<file path="config.mk">
export PLATFORM = sky130hd
export DESIGN_NAME = cfd_decoder
export DESIGN_NICKNAME = d
export VERILOG_FILES = /design/src/include/cfd_pkg.sv /design/src/include/cfd_if.sv /design/src/hw/cfd_buf.sv /design/src/hw/cfd_decoder.sv
export SDC_FILE = /design/constraint.sdc
export NUM_CORES = 1
export LEC_CHECK = 0
export ABC_AREA = 1
export BUFFER_PORTS_ARGS = -buffer_cell sky130_fd_sc_hd__buf_2
export CAP_MARGIN = 5
export CORE_AREA = 2 2 156 158
export CTS_CLUSTER_SIZE = 25
export DETAILED_ROUTE_END_ITERATION = 7
export DIE_AREA = 0 0 158 160
export PLACE_DENSITY = 0.62
export SLEW_MARGIN = 30
export SYNTH_ARGS = -nofsm -noshare
export SYNTH_HDL_FRONTEND = slang
export SYNTH_SLANG_ARGS = --single-unit
export TNS_END_PERCENT = 20
</file>
<file path="constraint.sdc">
create_clock -name ref_clk -period 2.34 [get_ports ref_clk]
set_clock_uncertainty 0.1 [all_clocks]
set_input_delay 0.234 -clock ref_clk [delete_from_list [all_inputs] [get_ports ref_clk]]
set_output_delay 0.234 -clock ref_clk [all_outputs]
set_load 0.005 [all_outputs]
</file>
<file path="src/include/cfd_pkg.sv">
// Purpose: shared constants and types of the compact instruction format decoder
// Assumes: 32-bit fetch words, 16-bit halfword granule, 6-bit major opcode
// Notes:   bit positions are the lsb of each field; widths are in bits
package cfd_pkg;
   // widths
   localparam int INSN_W    = 32;
   localparam int HALF_W    = 16;
   localparam int OPC_W     = 6;
   localparam int REG_W     = 5;
   localparam int SREG_W    = 3;
   localparam int IMM_W     = 26;
   localparam int MINOR_W   = 6;
   localparam int OTHER_W   = 5;
   localparam int BUF_DEPTH = 2;

   // major opcode position in a 32-bit word and in a halfword
   localparam int OPC32_LSB = 26;
   localparam int OPC16_LSB = 10;

   // 5-bit register fields of 32-bit formats
   localparam int RF1_LSB = 21;
   localparam int RF2_LSB = 16;
   localparam int RF3_LSB = 11;
   localparam int RF4_LSB = 6;

   // 3-bit specifiers and 5-bit fields of 16-bit formats
   localparam int SRF1_LSB   = 7;
   localparam int SRF2_LSB   = 4;
   localparam int SRF3_LSB   = 1;
   localparam int WRF_HI_LSB = 5;
   localparam int WRF_LO_LSB = 0;

   // immediate widths, right aligned
   localparam int IMM26_W = 26;
   localparam int IMM16_W = 16;
   localparam int IMM12_W = 12;
   localparam int IMM10_W = 10;

   // minor opcode and other field placement per 32-bit class
   localparam int MIN_R4_LSB  = 0;
   localparam int MIN_I16_LSB = 21;
   localparam int MIN_I16_W   = 5;
   localparam int MIN_I12_LSB = 12;
   localparam int MIN_I12_W   = 4;
   localparam int OTH_I12_LSB = 21;

   // isa mode value that selects compact decoding
   localparam logic ISA_COMPACT = 1'b1;

   // reset values of the opcode tables
   localparam logic [63:0]  SHORT_OPC_MAP_RST = 64'h0E0E0E0E0E0E0E0E;
   localparam logic [127:0] FMT32_MAP_RST     = 128'h0;

   // 3-bit specifier to register number
   localparam logic [7:0][REG_W-1:0] SREG_MAP = {
      5'h07, 5'h06, 5'h05, 5'h04, 5'h03, 5'h02, 5'h11, 5'h10
   };

   // 32-bit layout classes chosen by the major opcode
   typedef enum logic [1:0] {
      CFD_FMT_R4,
      CFD_FMT_I26,
      CFD_FMT_I16,
      CFD_FMT_I12
   } cfd_fmt_e;

   // halfword assembly states
   typedef enum logic {
      CFD_ASM_FIRST,
      CFD_ASM_SECOND
   } cfd_asm_e;
endpackage : cfd_pkg

</file>
<file path="src/include/cfd_if.sv">
// Purpose: carrier between the decoder and its two-entry fetch buffer
// Assumes: one clock, valid/ready handshake on both sides
// Notes:   store side is the buffer, user side is the decoder
`timescale 1ns/1ps
interface cfd_if #(
   parameter int W = 32
);
   logic         wr_valid;
   logic         wr_ready;
   logic [W-1:0] wr_data;
   logic         rd_valid;
   logic         rd_ready;
   logic [W-1:0] rd_data;

   modport store (
      input  wr_valid,
      input  wr_data,
      input  rd_ready,
      output wr_ready,
      output rd_valid,
      output rd_data
   );

   modport user (
      output wr_valid,
      output wr_data,
      output rd_ready,
      input  wr_ready,
      input  rd_valid,
      input  rd_data
   );
endinterface : cfd_if

</file>
<file path="src/hw/cfd_buf.sv">
// Purpose: two-entry buffer between fetch and the halfword sequencer
// Assumes: ready flags are registered so the fetch side sees flop outputs
// Notes:   a push and a pop in one cycle both take effect
`timescale 1ns/1ps
module cfd_buf
   import cfd_pkg::*;
#(
   parameter int W     = INSN_W,
   parameter int DEPTH = BUF_DEPTH
) (
   input  wire logic ref_clk,
   input  wire logic nrst,
   input  wire logic ce,
   cfd_if.store      bus
);
   // the pointer logic serves exactly two entries
   if (DEPTH != 2) begin : g_chk
      $error("cfd_buf supports DEPTH of 2 only");
   end

   typedef struct packed {
      logic [1:0][W-1:0] mem;
      logic              wp;
      logic              rp;
      logic [1:0]        cnt;
      logic              nfull;
      logic              nempty;
   } cfd_buf_s;

   cfd_buf_s st_reg;
   cfd_buf_s st_next;
   logic     push;
   logic     pop;

   // pointer and count update, flags registered from the next count
   always_comb begin
      st_next = st_reg;
      push    = bus.wr_valid && st_reg.nfull;
      pop     = bus.rd_ready && st_reg.nempty;
      if (push) begin
         st_next.mem[st_reg.wp] = bus.wr_data;
         st_next.wp             = ~st_reg.wp;
      end
      if (pop) begin
         st_next.rp = ~st_reg.rp;
      end
      st_next.cnt    = st_reg.cnt + {1'b0, push} - {1'b0, pop};
      st_next.nfull  = (st_next.cnt != 2'h2);
      st_next.nempty = (st_next.cnt != 2'h0);
   end

   // state register, frozen while ce is low
   always_ff @(posedge ref_clk or negedge nrst) begin
      if (!nrst) begin
         st_reg <= '0;
      end else if (ce) begin
         st_reg <= st_next;
      end
   end

   assign bus.wr_ready = st_reg.nfull;
   assign bus.rd_valid = st_reg.nempty;
   assign bus.rd_data  = st_reg.mem[st_reg.rp];
endmodule : cfd_buf

</file>
<file path="src/hw/cfd_decoder.sv">
// Purpose: front end decoder for mixed 16/32-bit compact instructions
// Assumes: fetch words arrive in ascending address order on ref_clk
// Notes:   big_endian is a pin and is synchronised; isa_mode is core logic
//          16-bit decode shows every candidate field
//
// Contract
// - accept a stream of 16-bit and 32-bit instructions
// - major opcode is the top 6 bits of either length
// - 32-bit register fields 5 bits; most 16-bit ones 3 bits, mapped
// - up to four register fields are extracted
// - each 5-bit register field has one fixed position
// - immediates right aligned for some 16-bit and 16/26-bit 32-bit forms
// - branch, load/store offsets and jump targets use the immediate path
// - other fields sit between immediate and minor opcode, first lowest; the code puts other at bits 25..21, above the minor
// - an undrawn empty field lies beside the minor opcode
// - length comes from the major opcode alone
// - 32-bit major opcode picks minor position and immediate alignment
// - big endian: first halfword bits 31..16, second 15..0
// - little endian: first halfword bits 15..0, second 31..16
// - 32-bit instruction is two halfwords, opcode halfword first
// - halfwords are processed in ascending address order
// - 5-bit register code maps linearly to register number
// - compact decoding only while isa mode is one, else 32-bit words
// - 3-bit specifier selects one of eight registers
`timescale 1ns/1ps
module cfd_decoder
   import cfd_pkg::*;
#(
   parameter logic [63:0]  SHORT_OPC_MAP = SHORT_OPC_MAP_RST,
   parameter logic [127:0] FMT32_MAP     = FMT32_MAP_RST
) (
   // clock, reset, enable
   input  wire logic                 ref_clk,
   input  wire logic                 nrst,
   input  wire logic                 ce,
   // mode inputs
   input  wire logic                 isa_mode,
   input  wire logic                 big_endian,
   // fetch side
   input  wire logic                 fetch_valid,
   input  wire logic [INSN_W-1:0]    fetch_data,
   output wire logic                 fetch_ready,
   // decode side
   output wire logic                 dec_valid,
   input  wire logic                 dec_ready,
   output wire logic [INSN_W-1:0]    dec_instr,
   output wire logic                 dec_short,
   output wire logic [OPC_W-1:0]     dec_major,
   output wire logic [REG_W-1:0]     dec_reg1,
   output wire logic [REG_W-1:0]     dec_reg2,
   output wire logic [REG_W-1:0]     dec_reg3,
   output wire logic [REG_W-1:0]     dec_reg4,
   output wire logic [REG_W-1:0]     dec_wide_hi,
   output wire logic [REG_W-1:0]     dec_wide_lo,
   output wire logic [IMM_W-1:0]     dec_imm,
   output wire logic [MINOR_W-1:0]   dec_minor,
   output wire logic [OTHER_W-1:0]   dec_other,
   output wire logic [1:0]           dec_fmt
);
   // a table of all ones would leave no 32-bit opcode at all
   if (SHORT_OPC_MAP == {64{1'b1}}) begin : g_chk
      $error("cfd_decoder needs at least one 32-bit major opcode");
   end

   typedef struct packed {
      // endian synchroniser
      logic [1:0]         be_sync;
      // held word sequencing
      logic [INSN_W-1:0]  word;
      logic               word_vld;
      logic               half_sel;
      cfd_asm_e           asm_st;
      logic [HALF_W-1:0]  pend;
      // output stage
      logic               out_vld;
      // decoded fields
      logic [INSN_W-1:0]  instr;
      logic               short_f;
      logic [OPC_W-1:0]   major;
      logic [REG_W-1:0]   reg1;
      logic [REG_W-1:0]   reg2;
      logic [REG_W-1:0]   reg3;
      logic [REG_W-1:0]   reg4;
      logic [REG_W-1:0]   wide_hi;
      logic [REG_W-1:0]   wide_lo;
      logic [IMM_W-1:0]   imm;
      logic [MINOR_W-1:0] minor;
      logic [OTHER_W-1:0] other;
      logic [1:0]         fmt;
   } cfd_dec_s;

   cfd_dec_s            st_reg;
   cfd_dec_s            st_next;

   // halfword selection
   logic [HALF_W-1:0]   earlier;
   logic [HALF_W-1:0]   later;
   logic [HALF_W-1:0]   cur_hw;

   // output handshake
   logic                can_emit;
   logic                emit;
   logic                emit_short;
   logic                take;

   // assembled word views
   logic [INSN_W-1:0]   emit_word;
   logic [HALF_W-1:0]   hw;
   logic [OPC_W-1:0]    opc32;
   cfd_fmt_e            fmt;

   // carrier to the buffer
   cfd_if #(.W(INSN_W)) fbus ();

   // fetch words wait here so a stalled consumer drops nothing
   cfd_buf #(
      .W     (INSN_W),
      .DEPTH (BUF_DEPTH)
   ) u_buf (
      .ref_clk (ref_clk),
      .nrst    (nrst),
      .ce      (ce),
      .bus     (fbus.store)
   );

   // pull a word only while none is held
   assign fbus.wr_valid = fetch_valid;
   assign fbus.wr_data  = fetch_data;
   assign fbus.rd_ready = !st_reg.word_vld;

   // halfword sequencing and assembly
   always_comb begin
      st_next         = st_reg;
      // endian pin through two flops
      st_next.be_sync = {st_reg.be_sync[0], big_endian};
      // halfword order of the held word follows the endian pin
      if (st_reg.be_sync[1]) begin
         earlier = st_reg.word[31:16];
         later   = st_reg.word[15:0];
      end else begin
         earlier = st_reg.word[15:0];
         later   = st_reg.word[31:16];
      end

      // halfword in turn
      cur_hw     = st_reg.half_sel ? later : earlier;

      // stage free when empty or taken
      can_emit   = !st_reg.out_vld || dec_ready;
      // nothing emitted by default
      emit       = 1'b0;
      emit_short = 1'b0;
      take       = 1'b0;
      emit_word  = '0;

      // a taken output clears
      if (can_emit) begin
         st_next.out_vld = 1'b0;
      end

      // one halfword per cycle, a whole word per cycle in legacy mode
      if (st_reg.word_vld && can_emit) begin
         if (isa_mode != ISA_COMPACT) begin
            // legacy mode: every fetch word is one instruction
            emit             = 1'b1;
            emit_word        = st_reg.word;
            take             = 1'b1;
            st_next.half_sel = 1'b0;
            st_next.asm_st   = CFD_ASM_FIRST;
         end else begin
            // second halfword frees the word
            take             = st_reg.half_sel;
            st_next.half_sel = ~st_reg.half_sel;
            // first halfword sets the length
            unique case (st_reg.asm_st)
               CFD_ASM_FIRST: begin
                  // length from the major opcode only
                  if (SHORT_OPC_MAP[cur_hw[HALF_W-1:OPC16_LSB]]) begin
                     emit       = 1'b1;
                     emit_short = 1'b1;
                     emit_word  = {{HALF_W{1'b0}}, cur_hw};
                  end else begin
                     // keep the opcode half
                     st_next.pend   = cur_hw;
                     st_next.asm_st = CFD_ASM_SECOND;
                  end
               end
               CFD_ASM_SECOND: begin
                  // opcode half leads
                  emit           = 1'b1;
                  emit_word      = {st_reg.pend, cur_hw};
                  st_next.asm_st = CFD_ASM_FIRST;
               end
            endcase
         end
      end

      // word used up
      if (take) begin
         st_next.word_vld = 1'b0;
         st_next.half_sel = 1'b0;
      end

      // load a new word once the held one is used up
      if (!st_reg.word_vld && fbus.rd_valid) begin
         st_next.word     = fbus.rd_data;
         st_next.word_vld = 1'b1;
      end

      // field extraction for the emitted instruction
      hw    = emit_word[HALF_W-1:0];
      opc32 = emit_word[INSN_W-1:OPC32_LSB];
      // class of a 32-bit opcode
      fmt   = cfd_fmt_e'(FMT32_MAP[{opc32, 1'b0} +: 2]);
      if (emit) begin
         // capture word and fields
         st_next.out_vld = 1'b1;
         st_next.instr   = emit_word;
         st_next.short_f = emit_short;
         if (emit_short) begin
            // 16-bit: all candidates
            st_next.major   = hw[HALF_W-1:OPC16_LSB];
            st_next.reg1    = SREG_MAP[hw[SRF1_LSB +: SREG_W]];
            st_next.reg2    = SREG_MAP[hw[SRF2_LSB +: SREG_W]];
            st_next.reg3    = SREG_MAP[hw[SRF3_LSB +: SREG_W]];
            st_next.reg4    = '0;
            st_next.wide_hi = hw[WRF_HI_LSB +: REG_W];
            st_next.wide_lo = hw[WRF_LO_LSB +: REG_W];
            st_next.imm     = {{(IMM_W-IMM10_W){1'b0}}, hw[IMM10_W-1:0]};
            st_next.minor   = {{(MINOR_W-1){1'b0}}, hw[0]};
            st_next.other   = '0;
            st_next.fmt     = 2'h0;
         end else begin
            // 32-bit: class picks the rest
            st_next.major   = opc32;
            st_next.reg1    = emit_word[RF1_LSB +: REG_W];
            st_next.reg2    = emit_word[RF2_LSB +: REG_W];
            st_next.reg3    = emit_word[RF3_LSB +: REG_W];
            st_next.reg4    = emit_word[RF4_LSB +: REG_W];
            st_next.wide_hi = '0;
            st_next.wide_lo = '0;
            st_next.fmt     = fmt;
            unique case (fmt)
               CFD_FMT_R4: begin
                  // spare bits beside the minor opcode read back in it
                  st_next.imm   = '0;
                  st_next.minor = emit_word[MIN_R4_LSB +: MINOR_W];
                  st_next.other = '0;
               end
               CFD_FMT_I26: begin
                  // jump target width
                  st_next.imm   = emit_word[IMM26_W-1:0];
                  st_next.minor = '0;
                  st_next.other = '0;
               end
               CFD_FMT_I16: begin
                  // minor above the register
                  st_next.imm   = {{(IMM_W-IMM16_W){1'b0}}, emit_word[IMM16_W-1:0]};
                  st_next.minor = {1'b0, emit_word[MIN_I16_LSB +: MIN_I16_W]};
                  st_next.other = '0;
               end
               CFD_FMT_I12: begin
                  // other above the minor
                  st_next.imm   = {{(IMM_W-IMM12_W){1'b0}}, emit_word[IMM12_W-1:0]};
                  st_next.minor = {2'h0, emit_word[MIN_I12_LSB +: MIN_I12_W]};
                  st_next.other = emit_word[OTH_I12_LSB +: OTHER_W];
               end
            endcase
         end
      end
   end

   // single state register, frozen while ce is low
   always_ff @(posedge ref_clk or negedge nrst) begin
      if (!nrst) begin
         st_reg <= '0;
      end else if (ce) begin
         st_reg <= st_next;
      end
   end

   // outputs straight from flops
   assign fetch_ready = fbus.wr_ready;

   // decoded instruction fields
   assign dec_valid   = st_reg.out_vld;
   assign dec_instr   = st_reg.instr;
   assign dec_short   = st_reg.short_f;
   assign dec_major   = st_reg.major;
   assign dec_reg1    = st_reg.reg1;
   assign dec_reg2    = st_reg.reg2;
   assign dec_reg3    = st_reg.reg3;
   assign dec_reg4    = st_reg.reg4;
   assign dec_wide_hi = st_reg.wide_hi;
   assign dec_wide_lo = st_reg.wide_lo;
   assign dec_imm     = st_reg.imm;
   assign dec_minor   = st_reg.minor;
   assign dec_other   = st_reg.other;
   assign dec_fmt     = st_reg.fmt;
endmodule : cfd_decoder

</file>
==> results.json <==
{
  "worstMarginPinSlew_ns": 0.827,
  "largest_reg_flops": 68,
  "pin_count": 149,
  "power_mw": 13.9,
  "clockBufferDepth": 2,
  "vias_per_cell": 4.73,
  "post-route-min-period_ns": 2.09,
  "crit_path_start_kind": "flip-flop",
  "cp_max_fo": 14,
  "cp_data_required_time_ns": 2.53,
  "crit_buf_inv": 3,
  "clock.fmax_mhz": 479,
  "place_ws_ns": 0.324,
  "antenna_cells": 0,
  "period_share_pct": 89.1,
  "port_buffers": 125,
  "tns_ns": 0,
  "cts_tree": "yes",
  "crit_path_cell_trace": "inv_1, nand2_1, nand2_2, nand2_1, o21ai_2, nand2_2, nand2_4, buf_4, nor2_2, inv_1, o21ai_0",
  "final_nets": 1201,
  "grtUsageTotal_pct": 18.2,
  "synth_edf_count": 0,
  "slew_viol_final": 0,
  "setup_viol": 0,
  "grt_max_degree": 66,
  "cts_buffers": 17,
  "wl_per_cell_um": 15.0,
  "crit_family": "buffers and inverters",
  "fin_hold_ws_ns": -0.0000641,
  "synth.top_cell.area_share_pct": 53.0,
  "max_cap_viol_count": 0,
  "clk_pin_slew_ns": 0.07,
  "drive_gt1_share_pct": 16.5,
  "slew_headroom_pct": 44.3,
  "hp-class": "in2reg",
  "yosys_register_bits": 198,
  "ys_seq_area_share_pct": 53.0,
  "firstDrtPassIters": 4,
  "endpoint_kind": "flip-flop",
  "synth_cells": 1103,
  "critical_path_class": "reg2reg",
  "yosys-top-cells-area": "dfrtp_1 53%, nand2_1 14%, buf_4 8.8%",
  "clk_latency_ns": 0.43,
  "ant_nets": 0,
  "failed_checks": "negative hold slack",
  "slowest_stage": "dfrtp_1",
  "root_buffer": "clkbuf_16",
  "ys_types": 33,
  "die_area_mm2": 0.0253,
  "async_flop_share_pct": 100,
  "hpwl_um": 15800,
  "dp_cells": 1439,
  "yosys-top-cells-count": "346 x nand2_1, 198 x dfrtp_1, 110 x buf_4, 107 x o21ai_0, 84 x nor2_1",
  "rsz0062_at_grt": "no",
  "drc_errors": 0,
  "cts.sinks": 198,
  "syn_area_mm2": 0.00934,
  "status": "complete, but fails checks",
  "synthToLayoutAreaGrowth_pct": 12.5,
  "p_leak_nw": 5.65,
  "htree_levels": 4,
  "grt_pass1_wl_um": 36000,
  "hold_violations": 1,
  "start_util_pct": 39.2,
  "gp_congestion": 0.856,
  "drt_first_iter_violations": 664,
  "num_vias": 7071,
  "coreArea_mm2": 0.0238,
  "die_h_um": 160,
  "avgSynthCellArea_um2": 8.47,
  "fp-row-count": 57,
  "slowest_delay_ns": 0.40,
  "worst_slack_ns": 0.254,
  "wl_um": 22400,
  "synth_warnings": 0,
  "grt_pass1_vias": 6661,
  "p_per_area_mw_per_mm2": 1320,
  "overflow": 0,
  "antenna_found_initial": 0,
  "peakVddDrop_uv": 474,
  "nFillCells": 2436,
  "synth_ff_type": "dfrtp_1",
  "fin_cells": 1495,
  "crit_arrival_ns": 2.27,
  "die_w_um": 158,
  "synth_most_common_cell": "nand2_1",
  "yosysTopAreaCell": "dfrtp_1"
}
-- cell type report --
type	count	area, µm²	area share, %
flip-flops and latches	198	4950	47.2
inverters	78	293	2.79
well taps	324	405	3.86
clock inverters	11	174	1.66
clock buffers	19	433	4.12
repair buffers	174	1150	11.0
multi-input cells	691	3090	29.4
-- worst min-delay path, stage by stage --
cell	delay [ns]
buf_2	0.09
inv_1	0.08
o21ai_0	0.08
-- kinds of logic after synthesis --
family	after synthesis	synth area share, %
AOI/OAI and AO/OA	173	10.7
xor gates and xnor gates	2	0.188
adders and majority gates	2	0.268
buffers and inverters	236	14.7
DFF	198	53.0
other	1	0.0401
and+or+nand+nor	491	21.0
-- what timing repair did --
action                                  CTS  global route
setup buffers                             0             0
endpoints found under the hold margin    87             0
endpoints found under the setup margin    0             0
hold buffers                             26             0
gates resized for setup                   0             0
-- metrics by stage --
step           util [%]  area [µm²]
3_5_place_dp       40.5        9640
5_1_grt            44.1       10500
3_3_place_gp       40.5        9640
4_1_cts            44.1       10500
6_report           44.1       10500
2_1_floorplan         -        9430
-- power breakdown --
part           leakage (nW)  switching [mW]  internal [mW]
combinational          2.84            2.97           1.88
sequential             2.52            1.01           4.93
clock                 0.292            1.29           1.79
total                  5.65            5.27           8.60
-- layout by cell type, fill, tap and decap left out, types with 7 or more instances in the layout --
cell	count
a21oi_1	9
a22o_1	7
buf_12	7
buf_2	124
buf_4	16
clkbuf_16	17
conb_1	23
dfrtp_1	198
dlygate4sd3_1	26
inv_1	75
nand2_1	346
nand3_1	41
nor2_1	84
o21ai_0	107
o21ai_1	12
o31ai_1	32
-- per-layer routing --
metal  vias up  wire length (µm)  global-route usage (%)
met1      3358             10700                    27.1
met3        21              1390                    3.61
met2       213              9990                    27.4
li1       3479                 -                       -
met4         0               303                    4.63
met5         -                 0                       0
-- path summary, 6_finish.rpt --
kind / startpoint / to / slack, ns / depth (start not counted)
worst max-delay path: st_reg[126] / st_reg[125] / 0.25 / 11
worst min-delay path: fetch_data[21] / u_buf.st_reg[59] / -0.00006 / 3
worst max register to register: st_reg[126] / st_reg[125] / 0.25 / 11
worst min register to register: dec_instr[14] / dec_instr[14] / 0.37 / 2
max in group asynchronous: nrst / u_buf.st_reg[47] / 1.22 / 3
min in group asynchronous: nrst / dec_instr[8] / 0.21 / 2
Power figures use the tool's default switching activity.
